## config.mk

```make
export PLATFORM = sky130hd
export DESIGN_NAME = program_counter_stack_indirect
export DESIGN_NICKNAME = d
export VERILOG_FILES = /design/src/hw/pc_stack_pkg.sv /design/src/hw/return_stack_mem.sv /design/src/hw/indirect_port.sv /design/src/hw/program_counter_stack_indirect.sv
export SDC_FILE = /design/constraint.sdc
export NUM_CORES = 1
export LEC_CHECK = 0
export BUFFER_PORTS_ARGS = -buffer_cell sky130_fd_sc_hd__buf_2
export CAP_MARGIN = 10
export CORE_MARGIN = 2
export CORE_UTILIZATION = 50
export CTS_BUF_LIST = sky130_fd_sc_hd__clkbuf_4 sky130_fd_sc_hd__clkbuf_8
export DETAILED_ROUTE_END_ITERATION = 10
export PLACE_DENSITY_LB_ADDON = 0.15
export SYNTH_ARGS = -nofsm -noshare
export SYNTH_HDL_FRONTEND = slang
export SYNTH_SLANG_ARGS = --single-unit
export TNS_END_PERCENT = 1
```

## constraint.sdc

```tcl
create_clock -name clk -period 5.4 [get_ports clk]
set_clock_uncertainty 0.2 [all_clocks]
set_input_delay 1.08 -clock clk [delete_from_list [all_inputs] [get_ports clk]]
set_output_delay 1.08 -clock clk [all_outputs]
set_load 0.01 [all_outputs]
```

## src/hw/pc_stack_pkg.sv

```systemverilog
// Purpose: shared constants for program counter, return stack and indirect addressing
// Assumes: one instruction executes per cycle when its strobe is high
// Notes:   widths follow the core's program and data space
package pc_stack_pkg;
    localparam int PC_WIDTH      = 13;
    localparam int LOW_WIDTH     = 8;
    localparam int UPPER_WIDTH   = 5;
    localparam int PAGE_WIDTH    = 11;
    localparam int PAGE_SEL_HI   = 4;
    localparam int PAGE_SEL_LO   = 3;
    localparam int STACK_DEPTH   = 8;
    localparam int STACK_PTR_W   = 3;
    localparam int DATA_WIDTH    = 8;
    localparam int DADDR_WIDTH   = 9;
    localparam logic [PC_WIDTH-1:0]    PC_RESET     = 13'h0000;
    localparam logic [PC_WIDTH-1:0]    PC_ONE       = 13'h0001;
    localparam logic [LOW_WIDTH-1:0]   PORT_ADDR    = 8'h00;
    localparam logic [DATA_WIDTH-1:0]  SELF_READ    = 8'h00;
    localparam logic [STACK_PTR_W-1:0] PTR_RESET    = 3'h0;
    localparam logic [STACK_PTR_W-1:0] PTR_ONE      = 3'h1;
    localparam logic [DATA_WIDTH-1:0]  LATCH_RESET  = 8'h00;
    localparam logic [DATA_WIDTH-1:0]  POINTER_RESET = 8'h00;

    typedef enum logic [2:0] {
        OP_NONE   = 3'b000,
        OP_STEP   = 3'b001,
        OP_JUMP   = 3'b010,
        OP_CALL   = 3'b011,
        OP_RETURN = 3'b100,
        OP_IRQ    = 3'b101,
        OP_PCLOW  = 3'b110
    } pc_op_t;
endpackage

```

## src/hw/return_stack_mem.sv

```systemverilog
// Purpose: circular return address store
// Assumes: one push or pop per cycle
// Notes:   read data registered; pop value comes from the top entry
`timescale 1ns/1ps
module return_stack_mem
    import pc_stack_pkg::*;
#(
    parameter int DEPTH = STACK_DEPTH,
    parameter int WIDTH = PC_WIDTH,
    parameter int PTR_W = STACK_PTR_W
) (
    input  wire logic             clk,
    input  wire logic             writeEn,
    input  wire logic [PTR_W-1:0] writeAddr,
    input  wire logic [WIDTH-1:0] writeData,
    input  wire logic [PTR_W-1:0] readAddr,
    output logic      [WIDTH-1:0] readData
);
    logic [WIDTH-1:0] store [DEPTH];

    always_ff @(posedge clk) begin
        if (writeEn) begin
            store[writeAddr] <= writeData;
        end
        readData <= store[readAddr];
    end
endmodule

```

## src/hw/indirect_port.sv

```systemverilog
// Purpose: redirect virtual data port accesses through the pointer
// Assumes: data file answers reads combinationally
// Notes:   bank select is unused here, so the top address bit is held low
`timescale 1ns/1ps
module indirect_port
    import pc_stack_pkg::*;
(
    input  wire logic [LOW_WIDTH-1:0]   pointer,
    input  wire logic                   portRead,
    input  wire logic                   portWrite,
    input  wire logic [DATA_WIDTH-1:0]  fileReadData,
    output logic      [DADDR_WIDTH-1:0] address,
    output logic                        fileWrite,
    output logic      [DATA_WIDTH-1:0]  readData
);
    logic selfAddressed;

    always_comb begin
        selfAddressed = (pointer == PORT_ADDR);
        address       = {1'b0, pointer};
        fileWrite     = portWrite && !selfAddressed;
        readData      = selfAddressed ? SELF_READ : fileReadData;
        if (!portRead) begin
            readData = SELF_READ;
        end
    end
endmodule

```

## src/hw/program_counter_stack_indirect.sv

```systemverilog
// Purpose: program counter, paging, return stack and indirect addressing of the core
// Assumes: decoder gives one op per cycle; data file reads are combinational
// Notes:   stack read data lag by one cycle, so the top entry is prefetched
`timescale 1ns/1ps
module program_counter_stack_indirect
    import pc_stack_pkg::*;
(
    input  wire logic                   clk,
    input  wire logic                   reset,
    input  wire pc_op_t                 op,
    input  wire logic [PAGE_WIDTH-1:0]  opTarget,
    input  wire logic [PC_WIDTH-1:0]    irqVector,
    input  wire logic [LOW_WIDTH-1:0]   pcLowWriteData,
    input  wire logic                   latchWrite,
    input  wire logic [DATA_WIDTH-1:0]  latchWriteData,
    input  wire logic                   pointerWrite,
    input  wire logic [DATA_WIDTH-1:0]  pointerWriteData,
    input  wire logic                   portRead,
    input  wire logic                   portWrite,
    input  wire logic [DATA_WIDTH-1:0]  portWriteData,
    input  wire logic [DATA_WIDTH-1:0]  fileReadData,
    output logic      [PC_WIDTH-1:0]    programCounter,
    output logic      [LOW_WIDTH-1:0]   pcLowByte,
    output logic      [DATA_WIDTH-1:0]  pcHighLatch,
    output logic      [DATA_WIDTH-1:0]  indirectPointer,
    output logic      [DADDR_WIDTH-1:0] fileAddress,
    output logic                        fileWrite,
    output logic      [DATA_WIDTH-1:0]  fileWriteData,
    output logic      [DATA_WIDTH-1:0]  portReadData
);
    logic [STACK_PTR_W-1:0] stackPtr;
    logic [STACK_PTR_W-1:0] next_stackPtr;
    logic [PC_WIDTH-1:0]    next_programCounter;
    logic [DATA_WIDTH-1:0]  next_pcHighLatch;
    logic [DATA_WIDTH-1:0]  next_indirectPointer;
    logic [PC_WIDTH-1:0]    stackTop;
    logic [PC_WIDTH-1:0]    returnAddr;
    logic                   push;
    logic                   pop;
    logic [STACK_PTR_W-1:0] readAddr;
    logic [PC_WIDTH-1:0]    pushData;
    logic [DADDR_WIDTH-1:0] portAddress;
    logic                   portFileWrite;
    logic [DATA_WIDTH-1:0]  portData;
    logic                   bypassValid;
    logic [PC_WIDTH-1:0]    bypassData;
    logic                   next_bypassValid;

    // pointer wraps freely; no overflow flag by design
    always_comb begin
        push          = (op == OP_CALL) || (op == OP_IRQ);
        pop           = (op == OP_RETURN);
        pushData      = programCounter + PC_ONE;
        next_stackPtr = stackPtr;
        if (push) begin
            next_stackPtr = stackPtr + PTR_ONE;
        end else if (pop) begin
            next_stackPtr = stackPtr - PTR_ONE;
        end
        // prefetch the entry that will be on top after this cycle
        readAddr = next_stackPtr - PTR_ONE;
        next_bypassValid = push;
    end

    return_stack_mem #(
        .DEPTH (STACK_DEPTH),
        .WIDTH (PC_WIDTH),
        .PTR_W (STACK_PTR_W)
    ) u_stack (
        .clk       (clk),
        .writeEn   (push),
        .writeAddr (stackPtr),
        .writeData (pushData),
        .readAddr  (readAddr),
        .readData  (stackTop)
    );

    // a push in the last cycle means the memory read raced the write
    always_comb begin
        returnAddr = bypassValid ? bypassData : stackTop;
    end

    always_comb begin
        next_programCounter = programCounter;
        unique case (op)
            OP_NONE:   next_programCounter = programCounter;
            OP_STEP:   next_programCounter = programCounter + PC_ONE;
            OP_JUMP, OP_CALL:
                next_programCounter = {pcHighLatch[PAGE_SEL_HI:PAGE_SEL_LO],
                                       opTarget};
            OP_RETURN: next_programCounter = returnAddr;
            OP_IRQ:    next_programCounter = irqVector;
            OP_PCLOW:
                next_programCounter = {pcHighLatch[UPPER_WIDTH-1:0],
                                       pcLowWriteData};
            default:   next_programCounter = programCounter;
        endcase
        // latch only changes on its own write
        next_pcHighLatch = latchWrite ? latchWriteData : pcHighLatch;
        next_indirectPointer = pointerWrite ? pointerWriteData : indirectPointer;
    end

    indirect_port u_port (
        .pointer      (indirectPointer),
        .portRead     (portRead),
        .portWrite    (portWrite),
        .fileReadData (fileReadData),
        .address      (portAddress),
        .fileWrite    (portFileWrite),
        .readData     (portData)
    );

    always_ff @(posedge clk) begin
        if (reset) begin
            programCounter  <= PC_RESET;
            pcLowByte       <= PC_RESET[LOW_WIDTH-1:0];
            stackPtr        <= PTR_RESET;
            pcHighLatch     <= LATCH_RESET;
            indirectPointer <= POINTER_RESET;
            bypassValid     <= 1'b0;
            bypassData      <= PC_RESET;
            fileAddress     <= {DADDR_WIDTH{1'b0}};
            fileWrite       <= 1'b0;
            fileWriteData   <= SELF_READ;
            portReadData    <= SELF_READ;
        end else begin
            programCounter  <= next_programCounter;
            pcLowByte       <= next_programCounter[LOW_WIDTH-1:0];
            stackPtr        <= next_stackPtr;
            pcHighLatch     <= next_pcHighLatch;
            indirectPointer <= next_indirectPointer;
            bypassValid     <= next_bypassValid;
            bypassData      <= pushData;
            fileAddress     <= portAddress;
            fileWrite       <= portFileWrite;
            fileWriteData   <= portWriteData;
            portReadData    <= portData;
        end
    end

    // helper: a push in the previous cycle, for the bypass cover
    logic lastWasPush;
    always_ff @(posedge clk) begin
        if (reset) begin
            lastWasPush <= 1'b0;
        end else begin
            lastWasPush <= push;
        end
    end

    property p_reset_clears;
        @(posedge clk) reset |=> (programCounter == PC_RESET);
    endproperty
    a_reset_clears: assert property (p_reset_clears) else $error("pc not cleared");

    property p_low_write;
        @(posedge clk) disable iff (reset)
        (op == OP_PCLOW)
            |=> (programCounter == {$past(pcHighLatch[UPPER_WIDTH-1:0]), $past(pcLowWriteData)});
    endproperty
    a_low_write: assert property (p_low_write) else $error("low write load wrong");

    property p_jump;
        @(posedge clk) disable iff (reset)
        (op == OP_JUMP || op == OP_CALL)
            |=> (programCounter == {$past(pcHighLatch[PAGE_SEL_HI:PAGE_SEL_LO]),
                                    $past(opTarget)});
    endproperty
    a_jump: assert property (p_jump) else $error("page load wrong");

    property p_step;
        @(posedge clk) disable iff (reset)
        (op == OP_STEP) |=> (programCounter == $past(programCounter) + PC_ONE);
    endproperty
    a_step: assert property (p_step) else $error("step wrong");

    property p_call_return;
        @(posedge clk) disable iff (reset)
        (op == OP_CALL) ##1 (op == OP_RETURN)
            |=> (programCounter == $past(programCounter, 2) + PC_ONE);
    endproperty
    a_call_return: assert property (p_call_return) else $error("return lost");

    property p_latch_hold;
        @(posedge clk) disable iff (reset)
        ((push || pop) && !latchWrite) |=> (pcHighLatch == $past(pcHighLatch));
    endproperty
    a_latch_hold: assert property (p_latch_hold) else $error("latch changed");

    property p_wrap;
        @(posedge clk) disable iff (reset)
        push && (&stackPtr) |=> (stackPtr == PTR_RESET);
    endproperty
    a_wrap: assert property (p_wrap) else $error("stack did not wrap");

    property p_self_read;
        @(posedge clk) disable iff (reset)
        (portRead && indirectPointer == PORT_ADDR) |=> (portReadData == SELF_READ);
    endproperty
    a_self_read: assert property (p_self_read) else $error("self read nonzero");

    property p_self_write;
        @(posedge clk) disable iff (reset)
        (portWrite && indirectPointer == PORT_ADDR) |=> !fileWrite;
    endproperty
    a_self_write: assert property (p_self_write) else $error("self write stored");

    property p_redirect;
        @(posedge clk) disable iff (reset)
        (portWrite && indirectPointer != PORT_ADDR)
            |=> (fileWrite && fileAddress == {1'b0, $past(indirectPointer)});
    endproperty
    a_redirect: assert property (p_redirect) else $error("redirect wrong");

    property p_low_mirror;
        @(posedge clk) disable iff (reset)
        pcLowByte == programCounter[LOW_WIDTH-1:0];
    endproperty
    a_low_mirror: assert property (p_low_mirror) else $error("low byte differs from pc");

    property p_hold;
        @(posedge clk) disable iff (reset)
        (op == OP_NONE) |=> (programCounter == $past(programCounter));
    endproperty
    a_hold: assert property (p_hold) else $error("pc moved while idle");

    property p_irq;
        @(posedge clk) disable iff (reset)
        (op == OP_IRQ) |=> (programCounter == $past(irqVector));
    endproperty
    a_irq: assert property (p_irq) else $error("irq vector not loaded");

    property p_irq_return;
        @(posedge clk) disable iff (reset)
        (op == OP_IRQ) ##1 (op == OP_RETURN)
            |=> (programCounter == $past(programCounter, 2) + PC_ONE);
    endproperty
    a_irq_return: assert property (p_irq_return) else $error("irq return lost");

    property p_push_ptr;
        @(posedge clk) disable iff (reset)
        push |=> (stackPtr == $past(stackPtr) + PTR_ONE);
    endproperty
    a_push_ptr: assert property (p_push_ptr) else $error("push did not advance");

    property p_pop_ptr;
        @(posedge clk) disable iff (reset)
        pop |=> (stackPtr == $past(stackPtr) - PTR_ONE);
    endproperty
    a_pop_ptr: assert property (p_pop_ptr) else $error("pop did not retreat");

    property p_idle_ptr;
        @(posedge clk) disable iff (reset)
        (!push && !pop) |=> $stable(stackPtr);
    endproperty
    a_idle_ptr: assert property (p_idle_ptr) else $error("stack pointer drifted");

    property p_read_redirect;
        @(posedge clk) disable iff (reset)
        (portRead && indirectPointer != PORT_ADDR)
            |=> (portReadData == $past(fileReadData));
    endproperty
    a_read_redirect: assert property (p_read_redirect) else $error("read not redirected");

    property p_access_addr;
        @(posedge clk) disable iff (reset)
        (portRead || portWrite) |=> (fileAddress == {1'b0, $past(indirectPointer)});
    endproperty
    a_access_addr: assert property (p_access_addr) else $error("data address wrong");

    property p_write_data;
        @(posedge clk) disable iff (reset)
        portWrite |=> (fileWriteData == $past(portWriteData));
    endproperty
    a_write_data: assert property (p_write_data) else $error("write data wrong");

    property p_no_write;
        @(posedge clk) disable iff (reset)
        !portWrite |=> !fileWrite;
    endproperty
    a_no_write: assert property (p_no_write) else $error("spurious data write");

    property p_pointer_load;
        @(posedge clk) disable iff (reset)
        pointerWrite |=> (indirectPointer == $past(pointerWriteData));
    endproperty
    a_pointer_load: assert property (p_pointer_load) else $error("pointer not loaded");

    c_call:   cover property (@(posedge clk) disable iff (reset) op == OP_CALL);
    c_ret:    cover property (@(posedge clk) disable iff (reset) lastWasPush && pop);
    c_wrap:   cover property (@(posedge clk) disable iff (reset) push && (&stackPtr));
    c_indir:  cover property (@(posedge clk) disable iff (reset)
                              portRead && indirectPointer != PORT_ADDR);
endmodule

```

==> results of run 1 <==
==> through the flow <==
step / total power, uW / setup slack, ps / hold WS (ps) / utilization, % / cells
3_3_place_gp: 2331 / 945.0 / 273.1 / 57.15 / 820
6_report: 3401 / 1322 / 305.1 / 60.43 / 852
3_5_place_dp: 2349 / 805.3 / 283.7 / 57.15 / 820
4_1_cts: 3430 / 1314 / 300.6 / 60.43 / 852
5_1_grt: 3535 / 1165 / 324.7 / 60.43 / 852
2_1_floorplan: 2162 / 1270 / 314.4 / - / 527
==> kinds of logic (layout without fill, tap and decap cells) <==
logic type,after synthesis,after routing
flip-flops,188,188
AND/OR/NAND/NOR,126,126
multiplexers,79,79
AO/OA/AOI/OAI,62,62
buffers and inverters,53,194
XOR/XNOR,14,14
adder cells (fa/ha/maj),4,4
other,1,1
==> per-layer routing <==
layer	GRT usage, %	vias to the layer above	part of all wire [%]
met3	5.146	29	4.9
met1	30.98	2391	43
li1	-	2204	-
met5	0	-	0.072
met4	9.308	2	2.3
met2	36.81	134	50
==> flip-flops by register name (all words and copies together) (netlist names) <==
signal / cells
u_stack.store: 104
bypassData: 13
portReadData: 8
indirectPointer: 8
bypassValid: 1
fileWrite: 1
u_stack.readData: 13
fileAddress: 8
fileWriteData: 8
stackPtr: 3
programCounter: 13
pcHighLatch: 8
==> synthesized netlist by cell type, types with 7 or more instances <==
cell type,number
sky130_fd_sc_hd__o21ai_0,9
sky130_fd_sc_hd__nor2_1,38
sky130_fd_sc_hd__o21ai_1,8
sky130_fd_sc_hd__dfxtp_1,84
sky130_fd_sc_hd__mux2_1,9
sky130_fd_sc_hd__edfxtp_1,104
sky130_fd_sc_hd__nand2_1,16
sky130_fd_sc_hd__nand3_1,7
sky130_fd_sc_hd__buf_4,10
sky130_fd_sc_hd__mux4_2,26
sky130_fd_sc_hd__mux2i_1,26
sky130_fd_sc_hd__buf_1,7
sky130_fd_sc_hd__and3_1,11
sky130_fd_sc_hd__mux2_2,7
sky130_fd_sc_hd__nor3_1,8
sky130_fd_sc_hd__inv_1,14
sky130_fd_sc_hd__clkbuf_1,13
sky130_fd_sc_hd__a21oi_1,9
sky130_fd_sc_hd__a221oi_1,8
sky130_fd_sc_hd__mux2_4,11
sky130_fd_sc_hd__nor2b_1,27
==> worst max path at each step <==
stage | startpoint | endpoint | slack (ps) | depth (start not counted)
2_1_floorplan | op[1] | u_stack.readData[10] | 1270 | 10
3_3_place_gp | op[1] | u_stack.readData[4] | 940 | 9
3_5_place_dp | op[1] | u_stack.readData[11] | 810 | 9
4_1_cts | op[1] | u_stack.readData[3] | 1310 | 9
5_1_grt | op[1] | u_stack.readData[3] | 1170 | 9
6_report | op[2] | u_stack.readData[3] | 1320 | 9
==> worst max-delay path, cell delays in order <==
cell and delay (ps):
sky130_fd_sc_hd__buf_2 230, sky130_fd_sc_hd__nor2b_1 180, sky130_fd_sc_hd__buf_4 180, sky130_fd_sc_hd__a21o_4 210, sky130_fd_sc_hd__xnor2_4 790, sky130_fd_sc_hd__ha_1 230
sky130_fd_sc_hd__buf_4 430, sky130_fd_sc_hd__mux4_2 570, sky130_fd_sc_hd__mux2_4 270
==> cell type report <==
class	instances	area [um2]
Clock inverter	14	239.0
Tap cell	184	230.2
Sequential cell	188	4805
Clock buffer	18	241.5
Multi-Input combinational cell	286	2510
Inverter	15	56.30
Fill cell	1146	5794
Timing Repair Buffer	147	768.2
==> power groups by stage <==
stage	clock (uW)	sequential (uW)	combinational, uW
3_3_place_gp	0	1730	603
6_report	1090	1690	614
2_1_floorplan	0	1710	454
3_5_place_dp	0	1730	621
4_1_cts	1110	1690	623
5_1_grt	1170	1700	664
==> flow_summary.yaml, run 1 <==
logic_synthesis:
  asyncSetResetFlopFracSynth_pct: 0
  synth_fa_ha_area_share_pct: 0.6638
  synth_compound_area_share_pct: 5.825
  yosys.area_share.xor_xnor_pct: 1.975
  synth_edf_count: 104
  syn_area_per_cell_um2: 14.31
  synth_area_um2: 7540
  post-synth-top-area-cell: "sky130_fd_sc_hd__edfxtp_1"
  synth.lib_cells_used.distinct: 54
  number_of_register_bits_inferred_by_synthesis: 188
  synth_fp_nets: 604
  netlist_top_cells_area: "sky130_fd_sc_hd__edfxtp_1, sky130_fd_sc_hd__dfxtp_1, sky130_fd_sc_hd__mux4_2"
  netlist.area_leader.share_pct: 41.42
  dominant_combinational_cell_family_by_area_after_synthesis: "multiplexers"
  synthesis.instances: 527
  synth-main-ff-cell: "sky130_fd_sc_hd__edfxtp_1"
  synth.yosys.warnings: 0
  synth_seq_area_share_pct: 63.72
  synth.mux.area_fraction_pct: 15.80
  post_synth_and_or_nand_nor_area_fraction_pct: 8.530
routing:
  finalWirelength_um: 18080
  wl_per_cell_um: 21.22
  drtAntennaViolNets: 0
  num_vias: 4760
  first_iter_violations: 426
  detail_route.vias_per_cell: 5.587
  detailedRoute.firstPassIterationCount: 4
  route.detailed.drc: 0
grt:
  first_global_vias: 4822
  grt.total_usage_pct: 23.08
  grt_overflow: 0
  grt_start_max_net_pins: 43
  antenna_found_initial: 1
  grt_pass1_wl_um: 27580
clocking:
  htreeDepth: 4
  ctsLongestPathBuffers: 2
  cts.reportedPaths.clkPinSlew_ps: 90
  clock_tree.root_cell: "sky130_fd_sc_hd__clkbuf_8"
  insertion_delay_ps: 460
  cts-buffers-inserted: 17
  cts.sinks: 188
  cts_post_setup_buffers_inserted: 0
  cts_tree: "done"
  post_cts_resize_count: 0
  cts.hold.buffers_added: 0
power:
  netSwitchingFraction_pct: 24.97
  p_leak_uw: 0.003574
  power.sequential.fraction_pct: 49.8
  p_clk_share_pct: 32.2
  power_density_nw_per_um2: 384.3
  comb_power_share_pct: 18.1
  peakVddDrop_mv: 0.1574
  switchingPower_uw: 849.3
  p_int_uw: 2552
worst_setup_path:
  startpoint_type: "input port"
  r2r_start: "stackPtr[0]"
  cp.required_ps: 5550
  timing.critical_path.to_type: "register"
  path_max_fanout: 28
  critical_path_arrival_ps: 4230
  timing.setup.critical_path_class: "input port to register"
  r2r_cells: 9
  setup.reg_to_reg.worst_slack_ps: 2150
  r2r_end: "u_stack.readData[3]"
floorplanning:
  die_width_um: 126.8
  design.portCount: 136
  die-area_um2: 16080
  floorplan.initialDensity_pct: 51.49
  floorplan.die.height_um: 126.8
  design.core.area_um2: 14640
  rows: 44
worst_hold_path:
  hold_start: "indirectPointer[5]"
  min_to: "fileAddress[5]"
  hold_path_depth: 1
  holdCritPathClass: "register to register"
timing:
  fmax_mhz: 245.2
  setup_repair_after_global_routing_missed_its_margin: "false"
  post_route_fraction_of_the_period_consumed_by_the_critical_path_pct: 75.53
  drv_slew: 0
  timing.slew.headroom_pct: 30.12
  timing_hold_violations_final: 0
  final.setup.tns_ps: 0
  tightestPinTransition_ps: 1041
  period_needed_ps: 4078
  setup_viol_count_final: 0
finish:
  diodes: 0
  synthToLayoutAreaGrowth_pct: 17.37
  net_count_reported_at_finish: 732
  leading_cell_type_in_the_layout_fill_and_taps_excluded: "sky130_fd_sc_hd__buf_2"
  mostFrequentLayoutCells: "sky130_fd_sc_hd__buf_2, sky130_fd_sc_hd__edfxtp_1, sky130_fd_sc_hd__dfxtp_1"
  final_layout_size_suffix_gt1_share_pct: 35.03
  final_cell_area_um2: 8850
placement:
  detailedPlacementHpwl_um: 12900
  detailed_place.area_um2: 8369
  gp_congestion: 0.8922
  io_buffer_count: 134
job:
  cap_violations: 0
status:
  outcome: "complete, no violations"
Power figures use the tool's default switching activity.
==> run 2: changes to the inputs <==
clock period = 3.3 ns   (was 5.4 ns; I/O delays follow)
==> run 2 against run 1 <==
Compared with the run above:
- critical path depth unchanged
- largest power group unchanged
- register-to-register slack got worse by 1700 ps
- highest routed layer is now met4
- sequential power increased by 64%
==> flow_summary.yaml, run 2 (same netlist as run 1, synthesis figures left out) <==
routing:
  finalWirelength_um: 17590
  detail_route.vias_per_cell: 5.525
  detailedRoute.firstPassIterationCount: 5
  route.detailed.drc: 0
  first_iter_violations: 400
  wl_per_cell_um: 20.26
  drtAntennaViolNets: 0
  num_vias: 4796
timing:
  setup_viol_count_final: 0
  fmax_mhz: 346.1
  period_needed_ps: 2889
  setup_repair_after_global_routing_missed_its_margin: "false"
  tightestPinTransition_ps: 839.3
  post_route_setup_slack_ps: 411.0
  drv_slew: 0
  timing.slew.headroom_pct: 43.64
  timing_hold_violations_final: 0
  post_route_fraction_of_the_period_consumed_by_the_critical_path_pct: 87.55
worst_hold_path:
  holdCritPathClass: "input port to register"
finish:
  diodes: 0
  fillerInstances: 1176
  leading_cell_type_in_the_layout_fill_and_taps_excluded: "sky130_fd_sc_hd__buf_2"
  synthToLayoutAreaGrowth_pct: 18.30
  registers.top_by_ff_count: "u_stack.store"
  mostFrequentLayoutCells: "sky130_fd_sc_hd__buf_2, sky130_fd_sc_hd__edfxtp_1, sky130_fd_sc_hd__dfxtp_1"
  multiInputGateArea_um2: 2510
  final_layout_size_suffix_gt1_share_pct: 36.26
  register_area_um2: 4805
  largest_reg_flops: 104
  net_count_reported_at_finish: 748
  final_cell_area_um2: 8920
  final_standard_cell_utilization_of_the_core_pct: 60.91
power:
  peakVddDrop_mv: 0.4786
  overall_power_consumption_uw: 5372
  p_leak_uw: 0.003645
  power_density_nw_per_um2: 602.3
worst_setup_path:
  critical_path_arrival_ps: 3020
  path_max_fanout: 26
  setup.reg_to_reg.worst_slack_ps: 410
  timing.critical_path.to_type: "register"
  timing.setup.critical_path_class: "register to register"
  cp.required_ps: 3430
  startpoint_type: "register"
floorplanning:
  die-area_um2: 16080
  design.core.area_um2: 14640
  floorplan.initialDensity_pct: 51.49
  design.portCount: 136
  die_width_um: 126.8
  rows: 44
  floorplan.die.height_um: 126.8
grt:
  grt_pass1_wl_um: 26760
  first_global_vias: 4794
  grt_overflow: 0
  grt.total_usage_pct: 22.37
  antenna_found_initial: 0
  grt_start_max_net_pins: 28
clocking:
  htreeDepth: 4
  cts_tree: "done"
  cts.sinks: 188
  clock_tree.root_cell: "sky130_fd_sc_hd__clkbuf_8"
  insertion_delay_ps: 450
  cts.reportedPaths.clkPinSlew_ps: 90
  cts-buffers-inserted: 17
  ctsLongestPathBuffers: 2
  cts_post_setup_buffers_inserted: 0
  cts.hold.buffers_added: 0
  post_cts_resize_count: 0
placement:
  detailed_place.area_um2: 8514
  io_buffer_count: 134
  place_worst_setup_slack_ps: 107.1
  gp_congestion: 0.8691
  detailedPlacementHpwl_um: 12580
job:
  cap_violations: 0
status:
  outcome: "complete, no violations"
[run 2: changes by cell type in the layout (fill, tap and decap cells not counted), sizes merged]
cell	change
buf	+16
bufinv	-3
clkbuf	+2
clkinv	+1
clkinvlp	-3
inv	+3
[run 2: area by class of cell]
class                           count  share of cell area, %
Tap cell                          184                  2.581
Clock buffer                       20                  2.876
Multi-Input combinational cell    286                  28.14
Timing Repair Buffer              163                  10.24
Clock inverter                     12                  1.669
Inverter                           15                 0.6312
Sequential cell                   188                  53.86
[run 2: per-stage QoR]
stage	TNS, ps	hold slack [ps]	instances
detailed placement	0	281.9	836
global route	0	183.0	868
CTS	0	188.3	868
global placement	0	272.6	836
finish	0	214.0	868
floorplan	-63.80	314.4	527
[run 2: worst paths after layout]
path | depth (start not counted) | startpoint | endpoint
setup / recovery | 9 | stackPtr[1] | u_stack.readData[1]
hold / removal | 2 | portWriteData[4] | fileWriteData[4]
setup reg to reg | 9 | stackPtr[1] | u_stack.readData[1]
hold reg to reg | 1 | indirectPointer[2] | fileAddress[2]
[run 2: layer usage]
metal  GRT usage, %  wire length, um
met1          29.29             7498
met3          5.272              813
met4          4.913              177
met5              0                0
met2          38.33             9100
[run 2: power breakdown]
part | internal, uW | switching [uW] | total, uW
clock network | 773 | 787 | 1560
logic | 557 | 487 | 1040
registers | 2670 | 103 | 2770
[run 2: worst max-delay path, cell delays in order (launching register included)]
cell and delay (ps):
sky130_fd_sc_hd__dfxtp_1 490, sky130_fd_sc_hd__inv_1 110, sky130_fd_sc_hd__ha_1 310, sky130_fd_sc_hd__o21ai_0 80, sky130_fd_sc_hd__o21ai_1 70, sky130_fd_sc_hd__o21ai_1 110
sky130_fd_sc_hd__ha_1 350, sky130_fd_sc_hd__buf_12 240, sky130_fd_sc_hd__mux4_2 540, sky130_fd_sc_hd__mux2_2 280
==> run 3: changes to the inputs <==
CORE_MARGIN = unset   (was 2)
==> run 3 against run 2 <==
Compared with the run above:
- the flow now finishes with violations (DRC)
- via count decreased by 1.1%
- worst setup slack improved by 64 ps
- power shrank 2.9%
- first-iteration DRC count down 25%
- utilization decreased by 0.19 points
- global-route usage rose by 1.1 points
- clock power down 9.6%
- register-to-register slack better by 60 ps
- critical path type unchanged
- largest cell class unchanged
- largest power group unchanged
- highest routed layer unchanged
==> flow_summary.yaml, run 3 (same netlist as run 1, synthesis figures left out) <==
status:
  outcome: "complete, but fails checks"
  violations_in_the_final_reports: "DRC"
clocking:
  htreeDepth: 4
  cts_tree: "done"
  post_cts_resize_count: 0
  ctsLongestPathBuffers: 2
  cts.reportedPaths.clkPinSlew_ps: 90
  insertion_delay_ps: 450
  cts-buffers-inserted: 17
  clock_tree.root_cell: "sky130_fd_sc_hd__clkbuf_8"
  cts.sinks: 188
  cts_post_setup_buffers_inserted: 0
  cts.hold.buffers_added: 0
power:
  peakVddDrop_mv: 0.4011
  p_clk_share_pct: 27.1
  netSwitchingFraction_pct: 26.03
  switchingPower_uw: 1358
  overall_power_consumption_uw: 5215
  power.sequential.fraction_pct: 52.9
  comb_power_share_pct: 20.0
  power_density_nw_per_um2: 586.5
  p_int_uw: 3858
  p_leak_uw: 0.003625
worst_setup_path:
  r2r_cells: 9
  startpoint_type: "register"
  critical_path_buf_inv_count: 2
  critical-path-top-delay-family: "multiplexers"
  cp_cell_sequence: "inv_1, ha_1, o21ai_0, o21ai_1, o21ai_1, ha_1, buf_12, mux4_2, mux2_4"
  cp.required_ps: 3450
  worst-path-stages: 9
  crit_path_top_delay_cell: "sky130_fd_sc_hd__mux4_2"
  critical_path_arrival_ps: 2970
  setup.reg_to_reg.worst_slack_ps: 470
  timing.setup.critical_path_class: "register to register"
  critical_path.max_stage_delay_ps: 530
  path_max_fanout: 26
  timing.critical_path.to_type: "register"
job:
  cap_violations: 0
routing:
  route.detailed.drc: 20
  route.layer.met1.wl_um: 7480
  wl_per_cell_um: 19.86
  num_vias: 4741
  drtAntennaViolNets: 0
  dr.max_layer_used: "met4"
  first_iter_violations: 299
  finalWirelength_um: 17340
  met2_wirelength_um: 8770
  met3RoutedLength_um: 831
  detailedRoute.firstPassIterationCount: 8
  detail_route.vias_per_cell: 5.431
placement:
  gp_congestion: 0.8302
  place_worst_setup_slack_ps: 156.5
  detailedPlacementHpwl_um: 12520
  io_buffer_count: 134
timing:
  setup_repair_after_global_routing_missed_its_margin: "false"
  period_needed_ps: 2825
  fmax_mhz: 353.9
  post_route_fraction_of_the_period_consumed_by_the_critical_path_pct: 85.62
  post_route_setup_slack_ps: 474.6
  setup_viol_count_final: 0
  final.setup.tns_ps: 0
  tightestPinTransition_ps: 995.3
  timing.slew.headroom_pct: 33.17
  timing_hold_violations_final: 0
  finalHoldWorstSlack_ps: 202.1
  drv_slew: 0
floorplanning:
  design.core.area_um2: 14640
  die_width_um: 124.8
  floorplan.die.height_um: 124.8
  floorplan.initialDensity_pct: 51.49
  rows: 44
  design.portCount: 136
  die-area_um2: 15580
finish:
  synthToLayoutAreaGrowth_pct: 17.94
  final_standard_cell_utilization_of_the_core_pct: 60.72
  registers.top_by_ff_count: "u_stack.store"
  net_count_reported_at_finish: 751
  mostFrequentLayoutCells: "sky130_fd_sc_hd__buf_2, sky130_fd_sc_hd__edfxtp_1, sky130_fd_sc_hd__dfxtp_1"
  final_layout_size_suffix_gt1_share_pct: 36.54
  leading_cell_type_in_the_layout_fill_and_taps_excluded: "sky130_fd_sc_hd__buf_2"
  largest_reg_flops: 104
  fillerInstances: 1192
grt:
  grt_overflow: 0
  grt_pass1_wl_um: 27190
  first_global_vias: 4845
  antenna_found_initial: 2
  grt.total_usage_pct: 23.52
  grt_start_max_net_pins: 28
worst_hold_path:
  hold_path_depth: 2
  holdCritPathClass: "input port to register"
run 3: final timing paths:
kind | start | endpoint
setup / recovery | stackPtr[1] | u_stack.readData[9]
hold / removal | portWrite | fileWrite
setup reg to reg | stackPtr[1] | u_stack.readData[9]
hold reg to reg | indirectPointer[5] | fileAddress[5]
run 3: final cells by class:
cell class / count / area, um2 / area share [%]
sequential: 188 / 4805 / 54.03
antenna: 2 / 5.005 / 0.05628
tap: 184 / 230.2 / 2.589
timing repair buffer: 166 / 923.4 / 10.38
clock buffer: 22 / 271.5 / 3.053
multi-input combinational: 286 / 2510 / 28.23
clock inverter: 10 / 91.34 / 1.027
inverter: 15 / 56.30 / 0.6332
run 3: per-layer routing:
layer,global-route usage [%],vias up
met5,0,-
met4,8.787,0
met3,4.510,19
met2,37.90,117
met1,31.68,2360
li1,-,2245
run 3: metrics by stage:
step,std cells,area (um2)
final,873,8892
after CTS,871,8887
after global placement,839,8524
after detailed placement,839,8524
after global routing,872,8890
after floorplan,527,7561
run 3: power by group through the flow:
| stage | combinational [uW] | sequential (uW) | clock [uW] |
|---|---|---|---|
| floorplan | 762 | 2790 | 0 |
| global placement | 1030 | 2810 | 0 |
| detailed placement | 1050 | 2810 | 0 |
| CTS | 1050 | 2760 | 1430 |
| global route | 1130 | 2780 | 1540 |
| finish | 1050 | 2760 | 1410 |
